File: src/kpi_regs.svh
`ifndef KPI_REGS_SVH
`define KPI_REGS_SVH
`define KPI_OFS_STATUS_CTRL   4'h0
`define KPI_OFS_PIN_ENABLE    4'h4
`define KPI_OFS_POLARITY      4'h8
`define KPI_OFS_POWER_CTRL    4'hc
`define KPI_BIT_FLAG          3
`define KPI_BIT_ACK           2
`define KPI_BIT_IRQ_EN        1
`define KPI_BIT_MODE          0
`define KPI_BIT_DEEP_STOP     0
`define KPI_RST_CTRL          2'h0
`define KPI_RST_PIN_ENABLE    8'h00
`define KPI_RST_POLARITY      8'h00
`define KPI_UNMAPPED_DATA     32'h0000_0000
`define KPI_SYNC_STAGES       2
`endif

File: src/kpi_pkg.sv
package kpi_pkg;
    typedef logic [7:0] kpi_pins_t;
    typedef logic [3:0] kpi_addr_t;
    typedef enum logic {KPI_EDGE_ONLY, KPI_EDGE_LEVEL} kpi_mode_e;
    typedef enum {KPI_IDLE, KPI_RESP} kpi_bus_e;
endpackage : kpi_pkg

File: src/kpi_top.sv
// Overview of operation
// - Status bits 7:4 read zero
// - Flag bit 3 ignores software writes
// - Acknowledge bit 2 clears, reads zero
// - Enable bit 1 gates interrupt request
// - Mode bit 0 selects edge or edge+level
// - Pin enable register, reset zero
// - Polarity register, one bit per pin
// - Falling edge: sampled high then low
// - Rising edge: sampled low then high
// - Edge sets flag, may request interrupt
// - Edge mode: acknowledge clears flag
// - Level mode: edge or level sets flag
// - Level mode: clear only when deasserted
// - Polarity picks pull-up or pull-down
// - Eight independently enabled pins
// - Runs in wait and background modes
// - Deep stop holds reset state
`timescale 1ns/1ns
`include "kpi_regs.svh"
module kpi_top (
    input  wire logic               clock,
    input  wire logic               rst_n,
    input  wire kpi_pkg::kpi_addr_t avs_address,
    input  wire logic               avs_read,
    input  wire logic               avs_write,
    input  wire logic [31:0]        avs_writedata,
    output logic [31:0]             avs_readdata,
    output logic                    avs_waitrequest,
    input  wire kpi_pkg::kpi_pins_t key_input_pin,
    output kpi_pkg::kpi_pins_t      pull_down_sel,
    output logic                    irq_request
);
    import kpi_pkg::*;

    logic      irq_enable_q;
    kpi_mode_e detect_mode_q;
    logic      detect_flag_q;
    logic      deep_stop_q;
    kpi_pins_t key_pin_enable_q;
    kpi_pins_t key_polarity_select_q;
    kpi_pins_t pin_sync;
    kpi_pins_t pin_prev_q;
    kpi_pins_t asserted;
    kpi_pins_t prev_asserted;
    kpi_pins_t edge_hit;
    kpi_pins_t level_hit;
    logic      set_flag;
    logic      ack_write;
    logic      ack_clear;
    logic      any_asserted;
    kpi_bus_e  bus_q;
    logic      wr_fire;
    logic      rd_fire;

    function automatic kpi_pins_t kpi_norm(input kpi_pins_t raw, input kpi_pins_t pol);
        // Polarity one means high is asserted
        kpi_norm = ~(raw ^ pol);
    endfunction : kpi_norm

    kpi_sync u_sync (
        .clock (clock),
        .rst_n (rst_n),
        .din   (key_input_pin),
        .dout  (pin_sync)
    );

    // One wait cycle per access keeps reads registered
    assign wr_fire = (bus_q == KPI_RESP) && avs_write;
    assign rd_fire = (bus_q == KPI_RESP) && avs_read;

    always_ff @(posedge clock or negedge rst_n) begin
        if (!rst_n) begin
            bus_q           <= KPI_IDLE;
            avs_waitrequest <= 1'b1;
        end else begin
            case (bus_q)
                KPI_IDLE: begin
                    if ((avs_read || avs_write) && avs_waitrequest) begin
                        bus_q           <= KPI_RESP;
                        avs_waitrequest <= 1'b0;
                    end else begin
                        avs_waitrequest <= 1'b1;
                    end
                end
                KPI_RESP: begin
                    bus_q           <= KPI_IDLE;
                    avs_waitrequest <= 1'b1;
                end
                default: begin
                    bus_q           <= KPI_IDLE;
                    avs_waitrequest <= 1'b1;
                end
            endcase
        end
    end

    // Read data prepared in the idle cycle, stable when waitrequest drops
    always_ff @(posedge clock or negedge rst_n) begin
        if (!rst_n) begin
            avs_readdata <= 32'h0000_0000;
        end else if (bus_q == KPI_IDLE && avs_read) begin
            case (avs_address)
                `KPI_OFS_STATUS_CTRL: avs_readdata <= {28'h0000000, detect_flag_q, 1'b0,
                                                       irq_enable_q, detect_mode_q};
                `KPI_OFS_PIN_ENABLE:  avs_readdata <= {24'h000000, key_pin_enable_q};
                `KPI_OFS_POLARITY:    avs_readdata <= {24'h000000, key_polarity_select_q};
                `KPI_OFS_POWER_CTRL:  avs_readdata <= {31'h00000000, deep_stop_q};
                default:              avs_readdata <= `KPI_UNMAPPED_DATA;
            endcase
        end
    end

    always_ff @(posedge clock or negedge rst_n) begin
        if (!rst_n) begin
            deep_stop_q <= 1'b0;
        end else if (wr_fire && avs_address == `KPI_OFS_POWER_CTRL) begin
            deep_stop_q <= avs_writedata[`KPI_BIT_DEEP_STOP];
        end
    end

    // Deep stop forces the control, pin enable and polarity bits back to reset
    always_ff @(posedge clock or negedge rst_n) begin
        if (!rst_n) begin
            irq_enable_q          <= 1'b0;
            detect_mode_q         <= KPI_EDGE_ONLY;
            key_pin_enable_q      <= `KPI_RST_PIN_ENABLE;
            key_polarity_select_q <= `KPI_RST_POLARITY;
        end else if (deep_stop_q) begin
            irq_enable_q          <= 1'b0;
            detect_mode_q         <= KPI_EDGE_ONLY;
            key_pin_enable_q      <= `KPI_RST_PIN_ENABLE;
            key_polarity_select_q <= `KPI_RST_POLARITY;
        end else if (wr_fire) begin
            case (avs_address)
                `KPI_OFS_STATUS_CTRL: begin
                    irq_enable_q  <= avs_writedata[`KPI_BIT_IRQ_EN];
                    detect_mode_q <= kpi_mode_e'(avs_writedata[`KPI_BIT_MODE]);
                end
                `KPI_OFS_PIN_ENABLE: key_pin_enable_q <= avs_writedata[7:0];
                `KPI_OFS_POLARITY:   key_polarity_select_q <= avs_writedata[7:0];
                default: begin
                end
            endcase
        end
    end

    always_ff @(posedge clock or negedge rst_n) begin
        if (!rst_n) begin
            pin_prev_q <= 8'h00;
        end else begin
            pin_prev_q <= pin_sync;
        end
    end

    always_comb begin
        asserted      = kpi_norm(pin_sync, key_polarity_select_q);
        prev_asserted = kpi_norm(pin_prev_q, key_polarity_select_q);
        // Deasserted one cycle, asserted the next
        edge_hit      = asserted & ~prev_asserted & key_pin_enable_q;
        level_hit     = asserted & key_pin_enable_q;
        any_asserted  = |level_hit;
        set_flag      = (|edge_hit) ||
                        (detect_mode_q == KPI_EDGE_LEVEL && any_asserted);
        ack_write     = wr_fire && avs_address == `KPI_OFS_STATUS_CTRL &&
                        avs_writedata[`KPI_BIT_ACK];
        ack_clear     = ack_write &&
                        (detect_mode_q == KPI_EDGE_ONLY || !any_asserted);
    end

    // Set wins over a same-cycle acknowledge; data bit 3 never stored
    always_ff @(posedge clock or negedge rst_n) begin
        if (!rst_n) begin
            detect_flag_q <= 1'b0;
        end else if (deep_stop_q) begin
            detect_flag_q <= 1'b0;
        end else if (set_flag) begin
            detect_flag_q <= 1'b1;
        end else if (ack_clear) begin
            detect_flag_q <= 1'b0;
        end
    end

    // Works through wait/background: no gating by CPU state
    always_ff @(posedge clock or negedge rst_n) begin
        if (!rst_n) begin
            irq_request   <= 1'b0;
            pull_down_sel <= 8'h00;
        end else begin
            irq_request   <= detect_flag_q && irq_enable_q;
            pull_down_sel <= key_polarity_select_q;
        end
    end

    a_irq_follows: assert property (@(posedge clock) disable iff (!rst_n)
        1'b1 |=> irq_request == ($past(detect_flag_q) && $past(irq_enable_q)))
        else $error("irq request mismatch");
    a_ctrl_upper_zero: assert property (@(posedge clock) disable iff (!rst_n)
        (!avs_waitrequest && avs_read && avs_address == `KPI_OFS_STATUS_CTRL)
        |-> avs_readdata[7:4] == 4'h0 && avs_readdata[2] == 1'b0)
        else $error("status upper or ack bit nonzero");
    a_flag_sets_edge: assert property (@(posedge clock) disable iff (!rst_n)
        (|edge_hit) && !deep_stop_q |=> detect_flag_q)
        else $error("edge did not set flag");
    a_flag_hold_level: assert property (@(posedge clock) disable iff (!rst_n)
        ack_write && detect_mode_q == KPI_EDGE_LEVEL && any_asserted && !deep_stop_q
        |=> detect_flag_q)
        else $error("flag cleared while pin asserted");
    a_ack_clears_edge: assert property (@(posedge clock) disable iff (!rst_n)
        ack_write && detect_mode_q == KPI_EDGE_ONLY && !(|edge_hit) |=> !detect_flag_q)
        else $error("ack did not clear flag");
    a_level_sets: assert property (@(posedge clock) disable iff (!rst_n)
        detect_mode_q == KPI_EDGE_LEVEL && any_asserted && !deep_stop_q |=> detect_flag_q)
        else $error("level did not set flag");
    a_flag_no_write: assert property (@(posedge clock) disable iff (!rst_n)
        !detect_flag_q && !set_flag |=> !detect_flag_q)
        else $error("flag set without detection");
    a_disabled_quiet: assert property (@(posedge clock) disable iff (!rst_n)
        key_pin_enable_q == 8'h00 |-> !set_flag)
        else $error("disabled pins set flag");
    a_deep_stop_reset: assert property (@(posedge clock) disable iff (!rst_n)
        deep_stop_q |=> key_pin_enable_q == 8'h00 && !detect_flag_q && !irq_enable_q)
        else $error("deep stop left state");
    a_edge_two_samples: assert property (@(posedge clock) disable iff (!rst_n)
        edge_hit[0] |-> key_pin_enable_q[0] && (pin_sync[0] != pin_prev_q[0]))
        else $error("edge without transition");

    // Read-back at the answer edge; data was loaded one edge earlier
    a_ctrl_high_zero: assert property (@(posedge clock) disable iff (!rst_n)
        (!avs_waitrequest && avs_read && avs_address == `KPI_OFS_STATUS_CTRL)
        |-> avs_readdata[31:4] == 28'h0000000)
        else $error("status high bits nonzero");
    a_ack_reads_zero: assert property (@(posedge clock) disable iff (!rst_n)
        (!avs_waitrequest && avs_read && avs_address == `KPI_OFS_STATUS_CTRL)
        |-> avs_readdata[`KPI_BIT_ACK] == 1'b0)
        else $error("ack bit read nonzero");
    a_flag_readback: assert property (@(posedge clock) disable iff (!rst_n)
        (!avs_waitrequest && avs_read && avs_address == `KPI_OFS_STATUS_CTRL)
        |-> avs_readdata[`KPI_BIT_FLAG] == $past(detect_flag_q))
        else $error("flag read-back wrong");
    a_irq_en_readback: assert property (@(posedge clock) disable iff (!rst_n)
        (!avs_waitrequest && avs_read && avs_address == `KPI_OFS_STATUS_CTRL)
        |-> avs_readdata[`KPI_BIT_IRQ_EN] == $past(irq_enable_q))
        else $error("irq enable read-back wrong");
    a_mode_readback: assert property (@(posedge clock) disable iff (!rst_n)
        (!avs_waitrequest && avs_read && avs_address == `KPI_OFS_STATUS_CTRL)
        |-> avs_readdata[`KPI_BIT_MODE] == $past(detect_mode_q))
        else $error("mode read-back wrong");
    a_enable_readback: assert property (@(posedge clock) disable iff (!rst_n)
        (!avs_waitrequest && avs_read && avs_address == `KPI_OFS_PIN_ENABLE)
        |-> avs_readdata == {24'h000000, $past(key_pin_enable_q)})
        else $error("pin enable read-back wrong");
    a_pol_readback: assert property (@(posedge clock) disable iff (!rst_n)
        (!avs_waitrequest && avs_read && avs_address == `KPI_OFS_POLARITY)
        |-> avs_readdata == {24'h000000, $past(key_polarity_select_q)})
        else $error("polarity read-back wrong");

    // Register writes land at the answer edge unless deep stop holds them
    a_enable_write: assert property (@(posedge clock) disable iff (!rst_n)
        wr_fire && avs_address == `KPI_OFS_PIN_ENABLE && !deep_stop_q
        |=> key_pin_enable_q == $past(avs_writedata[7:0]))
        else $error("pin enable write lost");
    a_pol_write: assert property (@(posedge clock) disable iff (!rst_n)
        wr_fire && avs_address == `KPI_OFS_POLARITY && !deep_stop_q
        |=> key_polarity_select_q == $past(avs_writedata[7:0]))
        else $error("polarity write lost");
    a_irq_en_write: assert property (@(posedge clock) disable iff (!rst_n)
        wr_fire && avs_address == `KPI_OFS_STATUS_CTRL && !deep_stop_q
        |=> irq_enable_q == $past(avs_writedata[`KPI_BIT_IRQ_EN]))
        else $error("irq enable write lost");
    a_mode_write: assert property (@(posedge clock) disable iff (!rst_n)
        wr_fire && avs_address == `KPI_OFS_STATUS_CTRL && !deep_stop_q
        |=> detect_mode_q == $past(avs_writedata[`KPI_BIT_MODE]))
        else $error("mode write lost");
    a_flag_write_only: assert property (@(posedge clock) disable iff (!rst_n)
        wr_fire && avs_address == `KPI_OFS_STATUS_CTRL && !set_flag && !ack_clear
        && !deep_stop_q |=> detect_flag_q == $past(detect_flag_q))
        else $error("flag changed by write");

    // Detection and request paths
    a_fall_detect: assert property (@(posedge clock) disable iff (!rst_n)
        key_pin_enable_q[1] && !key_polarity_select_q[1] && pin_prev_q[1] && !pin_sync[1]
        |-> edge_hit[1])
        else $error("falling edge missed");
    a_rise_detect: assert property (@(posedge clock) disable iff (!rst_n)
        key_pin_enable_q[2] && key_polarity_select_q[2] && !pin_prev_q[2] && pin_sync[2]
        |-> edge_hit[2])
        else $error("rising edge missed");
    a_irq_on_flag: assert property (@(posedge clock) disable iff (!rst_n)
        detect_flag_q && irq_enable_q
        |=> irq_request)
        else $error("flag did not request interrupt");
    a_level_clear: assert property (@(posedge clock) disable iff (!rst_n)
        ack_write && detect_mode_q == KPI_EDGE_LEVEL && !any_asserted && !deep_stop_q
        |=> !detect_flag_q)
        else $error("released ack did not clear flag");
    a_irq_masked: assert property (@(posedge clock) disable iff (!rst_n)
        !irq_enable_q
        |=> !irq_request)
        else $error("masked interrupt requested");
    a_pull_follows: assert property (@(posedge clock) disable iff (!rst_n)
        1'b1
        |=> pull_down_sel == $past(key_polarity_select_q))
        else $error("pull select lags polarity");
endmodule : kpi_top

File: src/kpi_sync.sv
`timescale 1ns/1ns
`include "kpi_regs.svh"
module kpi_sync (
    input  wire logic             clock,
    input  wire logic             rst_n,
    input  wire kpi_pkg::kpi_pins_t din,
    output      kpi_pkg::kpi_pins_t dout
);
    import kpi_pkg::*;
    kpi_pins_t meta_q;

    // First stage read only by the second
    always_ff @(posedge clock or negedge rst_n) begin
        if (!rst_n) begin
            meta_q <= 8'h00;
            dout   <= 8'h00;
        end else begin
            meta_q <= din;
            dout   <= meta_q;
        end
    end
endmodule : kpi_sync

File: config.mk
export PLATFORM = sky130hd
export DESIGN_NAME = kpi_top
export DESIGN_NICKNAME = d
export VERILOG_FILES = /design/src/kpi_pkg.sv /design/src/kpi_top.sv /design/src/kpi_sync.sv
export VERILOG_INCLUDE_DIRS = /design/src
export SDC_FILE = /design/constraint.sdc
export NUM_CORES = 1
export LEC_CHECK = 0
export ABC_AREA = 1
export BUFFER_PORTS_ARGS = -buffer_cell sky130_fd_sc_hd__buf_2
export CORE_MARGIN = 4
export CORE_UTILIZATION = 36
export CTS_CLUSTER_DIAMETER = 200
export DETAILED_ROUTE_END_ITERATION = 6
export HOLD_SLACK_MARGIN = 0.03
export PLACE_DENSITY_LB_ADDON = 0.12
export SYNTH_ARGS = -nofsm -noshare
export SYNTH_HDL_FRONTEND = slang
export SYNTH_HIERARCHICAL = 1
export SYNTH_SLANG_ARGS = --single-unit
File: constraint.sdc
create_clock -name clock -period 1.5 [get_ports clock]
set_input_delay 0 -clock clock [delete_from_list [all_inputs] [get_ports clock]]
set_output_delay 0 -clock clock [all_outputs]
set_load 0.05 [all_outputs]
# Word level (Yosys, flattened, before mapping)
# Index checks and enable logic that the tools add are counted.
# totals
reg_bits,118
latchBits,0
ramBits,0
rom_bits,0
in_bits,48
output_inout_bits,42
wordCells,74
memories,0
# op_classes
add_sub_neg,0
n_mul,0
div_mod_pow,0
magnitude_cmp,0
n_eq_ne,5
shift,0
mux,20
n_bitwise,9
n_reduce_logical,26
# op_table
op,n
logical NOT 32 bit,2
2-to-1 mux 32 bit,2
2-to-1 mux 8 bit,6
== test 32 x 2 -> 1 bit (second input constant),1
case mux 8 bit (4 select lines),1
AND 8 bit,3
NOT 8 bit,3
OR reduction 8 bit,2
bitwise XOR 8 bit,2
2-to-1 mux 1 bit,11
logical AND 1 bit,9
== test 4 bit (second input constant),2
nonzero test 2 bit,4
AND reduction 2 bit,3
== test 4 x 3 -> 1 bit (second input constant),1
logical NOT 4 bit,1
logical OR 1 bit,3
nonzero test 3 bit,1
inequality test 2 bit (second input constant),1
logical NOT 1 bit,1
NOT 1 bit,1

# Longest topological paths before layout
# logic_depth
ltp_word,10
ltp_mapped,10
depth_no_buf,10

# Modules after synthesis
# The synthesis kept the hierarchy.
# by_module_without_submodules
module,n_inst,cells_each,area_per_inst_um2,seq_area_each_um2
kpi_top,1,289,2347.3,1177.4
kpi_sync,1,16,400.4,400.4

# Worst setup path before layout
# Ideal clock, no wire load.
# synth_path
kind,reg-to-reg
start,register bus_q[0]
end,register deep_stop_q
setup_ns,0.121
arrival_time_ns,1.089
required_time_ns,1.379
setup_slack_ns,0.291
stages_incl_launch_ff,5
path_buffers,0
synth_period_minus_slack_ns,1.209
path_cell_list,dfrtp_1 nand2_2 or4_1 nand2_1 o21ai_1
# synth_via
elab_chain_cells,3
# synth_rtl
element,line_no,source
"start, declared",kpi_top.sv:52,kpi_bus_e bus_q;
"start signal, assigned",kpi_top.sv:74,bus_q <= KPI_IDLE;
"start signal, assigned",kpi_top.sv:80,bus_q <= KPI_RESP;
"start signal, assigned",kpi_top.sv:87,bus_q <= KPI_IDLE;
== test 32 x 2 -> 1 bit,-,
logical AND 1 bit,kpi_top.sv:69,assign wr_fire = (bus_q == KPI_RESP) && avs_write;
logical AND 1 bit (no source line),-,
"end signal, assigned",kpi_top.sv:118,deep_stop_q <= avs_writedata[`KPI_BIT_DEEP_STOP];
"end, declared",kpi_top.sv:39,logic deep_stop_q;
# Every way passes these cells.
# A chain may end at the register's enable or synchronous reset.

# Final worst setup path
# layout_path
start,register avs_waitrequest
end,register avs_waitrequest
# layout_via
elab_chain_cells,3
# layout_rtl
element,line_no,source
"start, declared",kpi_top.sv:29,"output logic avs_waitrequest,"
"start signal, assigned",kpi_top.sv:75,avs_waitrequest <= 1'b1;
"start signal, assigned",kpi_top.sv:81,avs_waitrequest <= 1'b0;
"start signal, assigned",kpi_top.sv:83,avs_waitrequest <= 1'b1;
logical AND 1 bit,kpi_top.sv:79,if ((avs_read || avs_write) && avs_waitrequest) begin
2-to-1 mux 1 bit,kpi_top.sv:79,
2-to-1 mux 1 bit,kpi_top.sv:77,case (bus_q)
# Every way passes these cells.

==> parameters.txt <==
Parameter                              Value

Die
  Die ar.    approximately 0.009 mm²
  Die span in y    95.4 µm
  Core Box Area    0.00733 mm²
  Num rows    31
  Initial cell density of the core    37.5%
  Die width    95.4 µm
  Top Ports    90

Placed design
  Number of cells after detailed placement    446
  Area after DPL    0.00301 mm²
  Setup Slack @ Placement    168 ps
  Last weighted congestion value of the routability-driven placer    approximately 0.76
  Estimated wirelength of the detail-placed design    3870 µm
  Number of I/O port buffers    41

CTS
  Clk Tree Root Cell    clkbuf_8
  Resized Gates After CTS    0
  Clk Latency, worst-skew pair    320 ps
  Number of clock sinks seen by CTS    63
  Number of buffers created by CTS    9
  Clock tree from TritonCTS    yes
  Reg clk slew, reported paths    60 ps
  H-tree levels    3
  Bufs on Longest Clock Path    2

Global route
  GRT Total Usage    between 10% and 20%
  Number of antenna violations at the first check in global routing    0
  Wire length of the first global-routing pass    8950 µm
  Vias in the first global route    just under 2,000
  Pin count of the biggest net entering global routing    49
  Final global-route overflow total    0

Hold path
  Hold crit path type    in2reg
  Number of cells on the worst hold path    5

Timing
  Setup TNS    0 ps
  Maximum clock rate    0.724 GHz
  Unrepaired setup endpoints after global routing    no
  Slack of the critical path    119 ps
  Final setup violating endpoints    0
  Final hold vios    0
  Post-route minimum period    1380 ps
  Maximum clock skew at final layout    just over 5 ps
  Max-slew violation count    0
  Fin crit share    92.1%
  Worst hold slack after final layout    around 66 ps

Yosys
  Dominant synthesized flop cell    dfrtp_1
  Fraction of synthesis flops using an asynchronous set or reset pin    100%
  Seq/Total Area, Yosys    57.4%
  Gate count after technology mapping    a little over 300
  Most instantiated library cell after synthesis    nand2_1
  Commonest cells in the synthesized netlist    84 x nand2_1, 62 x dfrtp_1, 45 x inv_1
  Number of flops mapped to enable cells by yosys    0
  Yosys cell types    25
  Post-synthesis cell area    0.00275 mm²
  Flip-flop and latch count after synthesis    63
  Largest area contributor in the netlist    dfrtp_1
  Leading cell types by total area after synthesis    dfrtp_1 56%, nand2_1 11%, buf_4 6.6%
  Synth warnings    6
  Proportion of netlist area held by the largest area contributor    between 50% and 60%
  Mapped Avg Cell Area    9.01 µm²

Critical path
  Startpoint type of the worst setup path    flop
  WP data arrival    1640 ps
  Crit path required time    1760 ps
  FF-to-FF setup slack    120 ps
  Crit path max fanout    2
  CP Capture Type    flop
  Type of the worst setup path    reg2reg
  Number of cells on the worst reg-to-reg path    4

Finish
  Area growth from synthesis to layout    22.2%
  Final std cells w/o fill    480
  Post-route design area    0.00336 mm²
  Share of cells above drive strength 1    between 15 and 20%
  Ant. Diodes    0
  Number of nets in the final layout    424

Drt
  Wirelength, routed    around 5500 µm
  Vias per cell    ~4.3
  Number of design-rule violations left by the first detailed-router iteration    64
  Antenna-violating nets left    0
  Drt pass-1 iters    4
  Number of remaining DRC errors    0
  Via count of the routed design    2,068
  Mean routed wirelength per cell    11.4 µm

Power
  Standby leakage power    1.79 nW
  Maximum VDD drop    approximately 0.0013 V
  Power Density    1700 mW/mm²

Flow run
  Max cap viols    0

Outcome
  Result of the run    completed
[cell usage in the layout, fill, tap and decap left out, types with 11 or more instances in the layout]
master	count
nand2_1	84
conb_1	24
inv_1	45
buf_2	41
dlygate4sd3_1	18
o21ai_0	22
dfrtp_1	62
clkbuf_8	11
nor2_1	17
nand3_1	14
[cells by family (layout without fill, tap and decap cells)]
kind of cell	count (synthesis)	count (layout)	share of synthesized area, %
and+or+nand+nor	123	123	18.7
buffers and inverters	73	126	13.8
DFF	63	63	57.4
AOI/OAI and AO/OA	41	41	8.70
xor gates and xnor gates	4	4	1.27
other	1	24	0.136
[final cells by class]
type	count	area (µm²)
Sequential cell	63	1580
Tap cell	99	124
Inverter	46	173
Multi-Input combinational cell	192	877
Fill cell	754	3970
Clock buffer	16	170
Timing Repair Buffer	64	435
[flip-flops by register name, summed over array words and instances (netlist names), 8 cells and up]
name and flops:
u_sync/meta_q 8, key_polarity_select_q 8, key_pin_enable_q 8, u_sync/dout 8
pin_prev_q 8, pull_down_sel 8, avs_readdata 8
[layer usage]
metal | wire [µm] | track usage, % | up-vias
met5 | 0 | 0 | -
met4 | 64 | 5.05 | 0
met2 | 2540 | 20.6 | 61
met3 | 387 | 4.97 | 6
li1 | - | - | 1040
met1 | 2500 | 16.8 | 961
[per-stage QoR]
| step | power, W | utilization (%) |
|---|---|---|
| after detailed placement | 0.00444 | 41.0 |
| final | 0.00572 | 45.8 |
| after global routing | 0.00615 | 45.8 |
| after global placement | 0.00443 | 41.0 |
| after floorplan | 0.00398 | - |
| after CTS | 0.00581 | 45.8 |
[power breakdown]
group / leakage (nW) / switching (W) / total, W / internal (W)
Combinational: 0.931 / 0.00149 / 0.00204 / 0.000551
Sequential: 0.778 / 0.000258 / 0.00239 / 0.00213
Clock: 0.0850 / 0.000589 / 0.00128 / 0.000695
[path summary, 6_finish.rpt]
path                                                 start                                   end
max in group asynchronous                            rst_n            u_sync/meta_q[1]$_DFF_PN0_
min in group asynchronous                            rst_n              u_sync/dout[5]$_DFF_PN0_
worst max-delay path             avs_waitrequest$_DFF_PN1_             avs_waitrequest$_DFF_PN1_
worst min-delay path                      avs_writedata[7]  key_polarity_select_q[7]$_DFFE_PN0P_
worst min register to register  u_sync/meta_q[1]$_DFF_PN0_              u_sync/dout[1]$_DFF_PN0_
worst max register to register   avs_waitrequest$_DFF_PN1_             avs_waitrequest$_DFF_PN1_
[worst max-delay path, cell delays in order, from the launching register on]
cell and delay (ps):
dfstp_2 530, o21ai_0 70, dlygate4sd3_1 550, nor2_1 120
inv_1 50
[what timing repair did]
action                     CTS  global route
hold endpoints to repair    86             0
hold buffers                18             0
setup endpoints to repair    0             0
buffers inserted             0             0
Power figures use the tool's default switching activity.
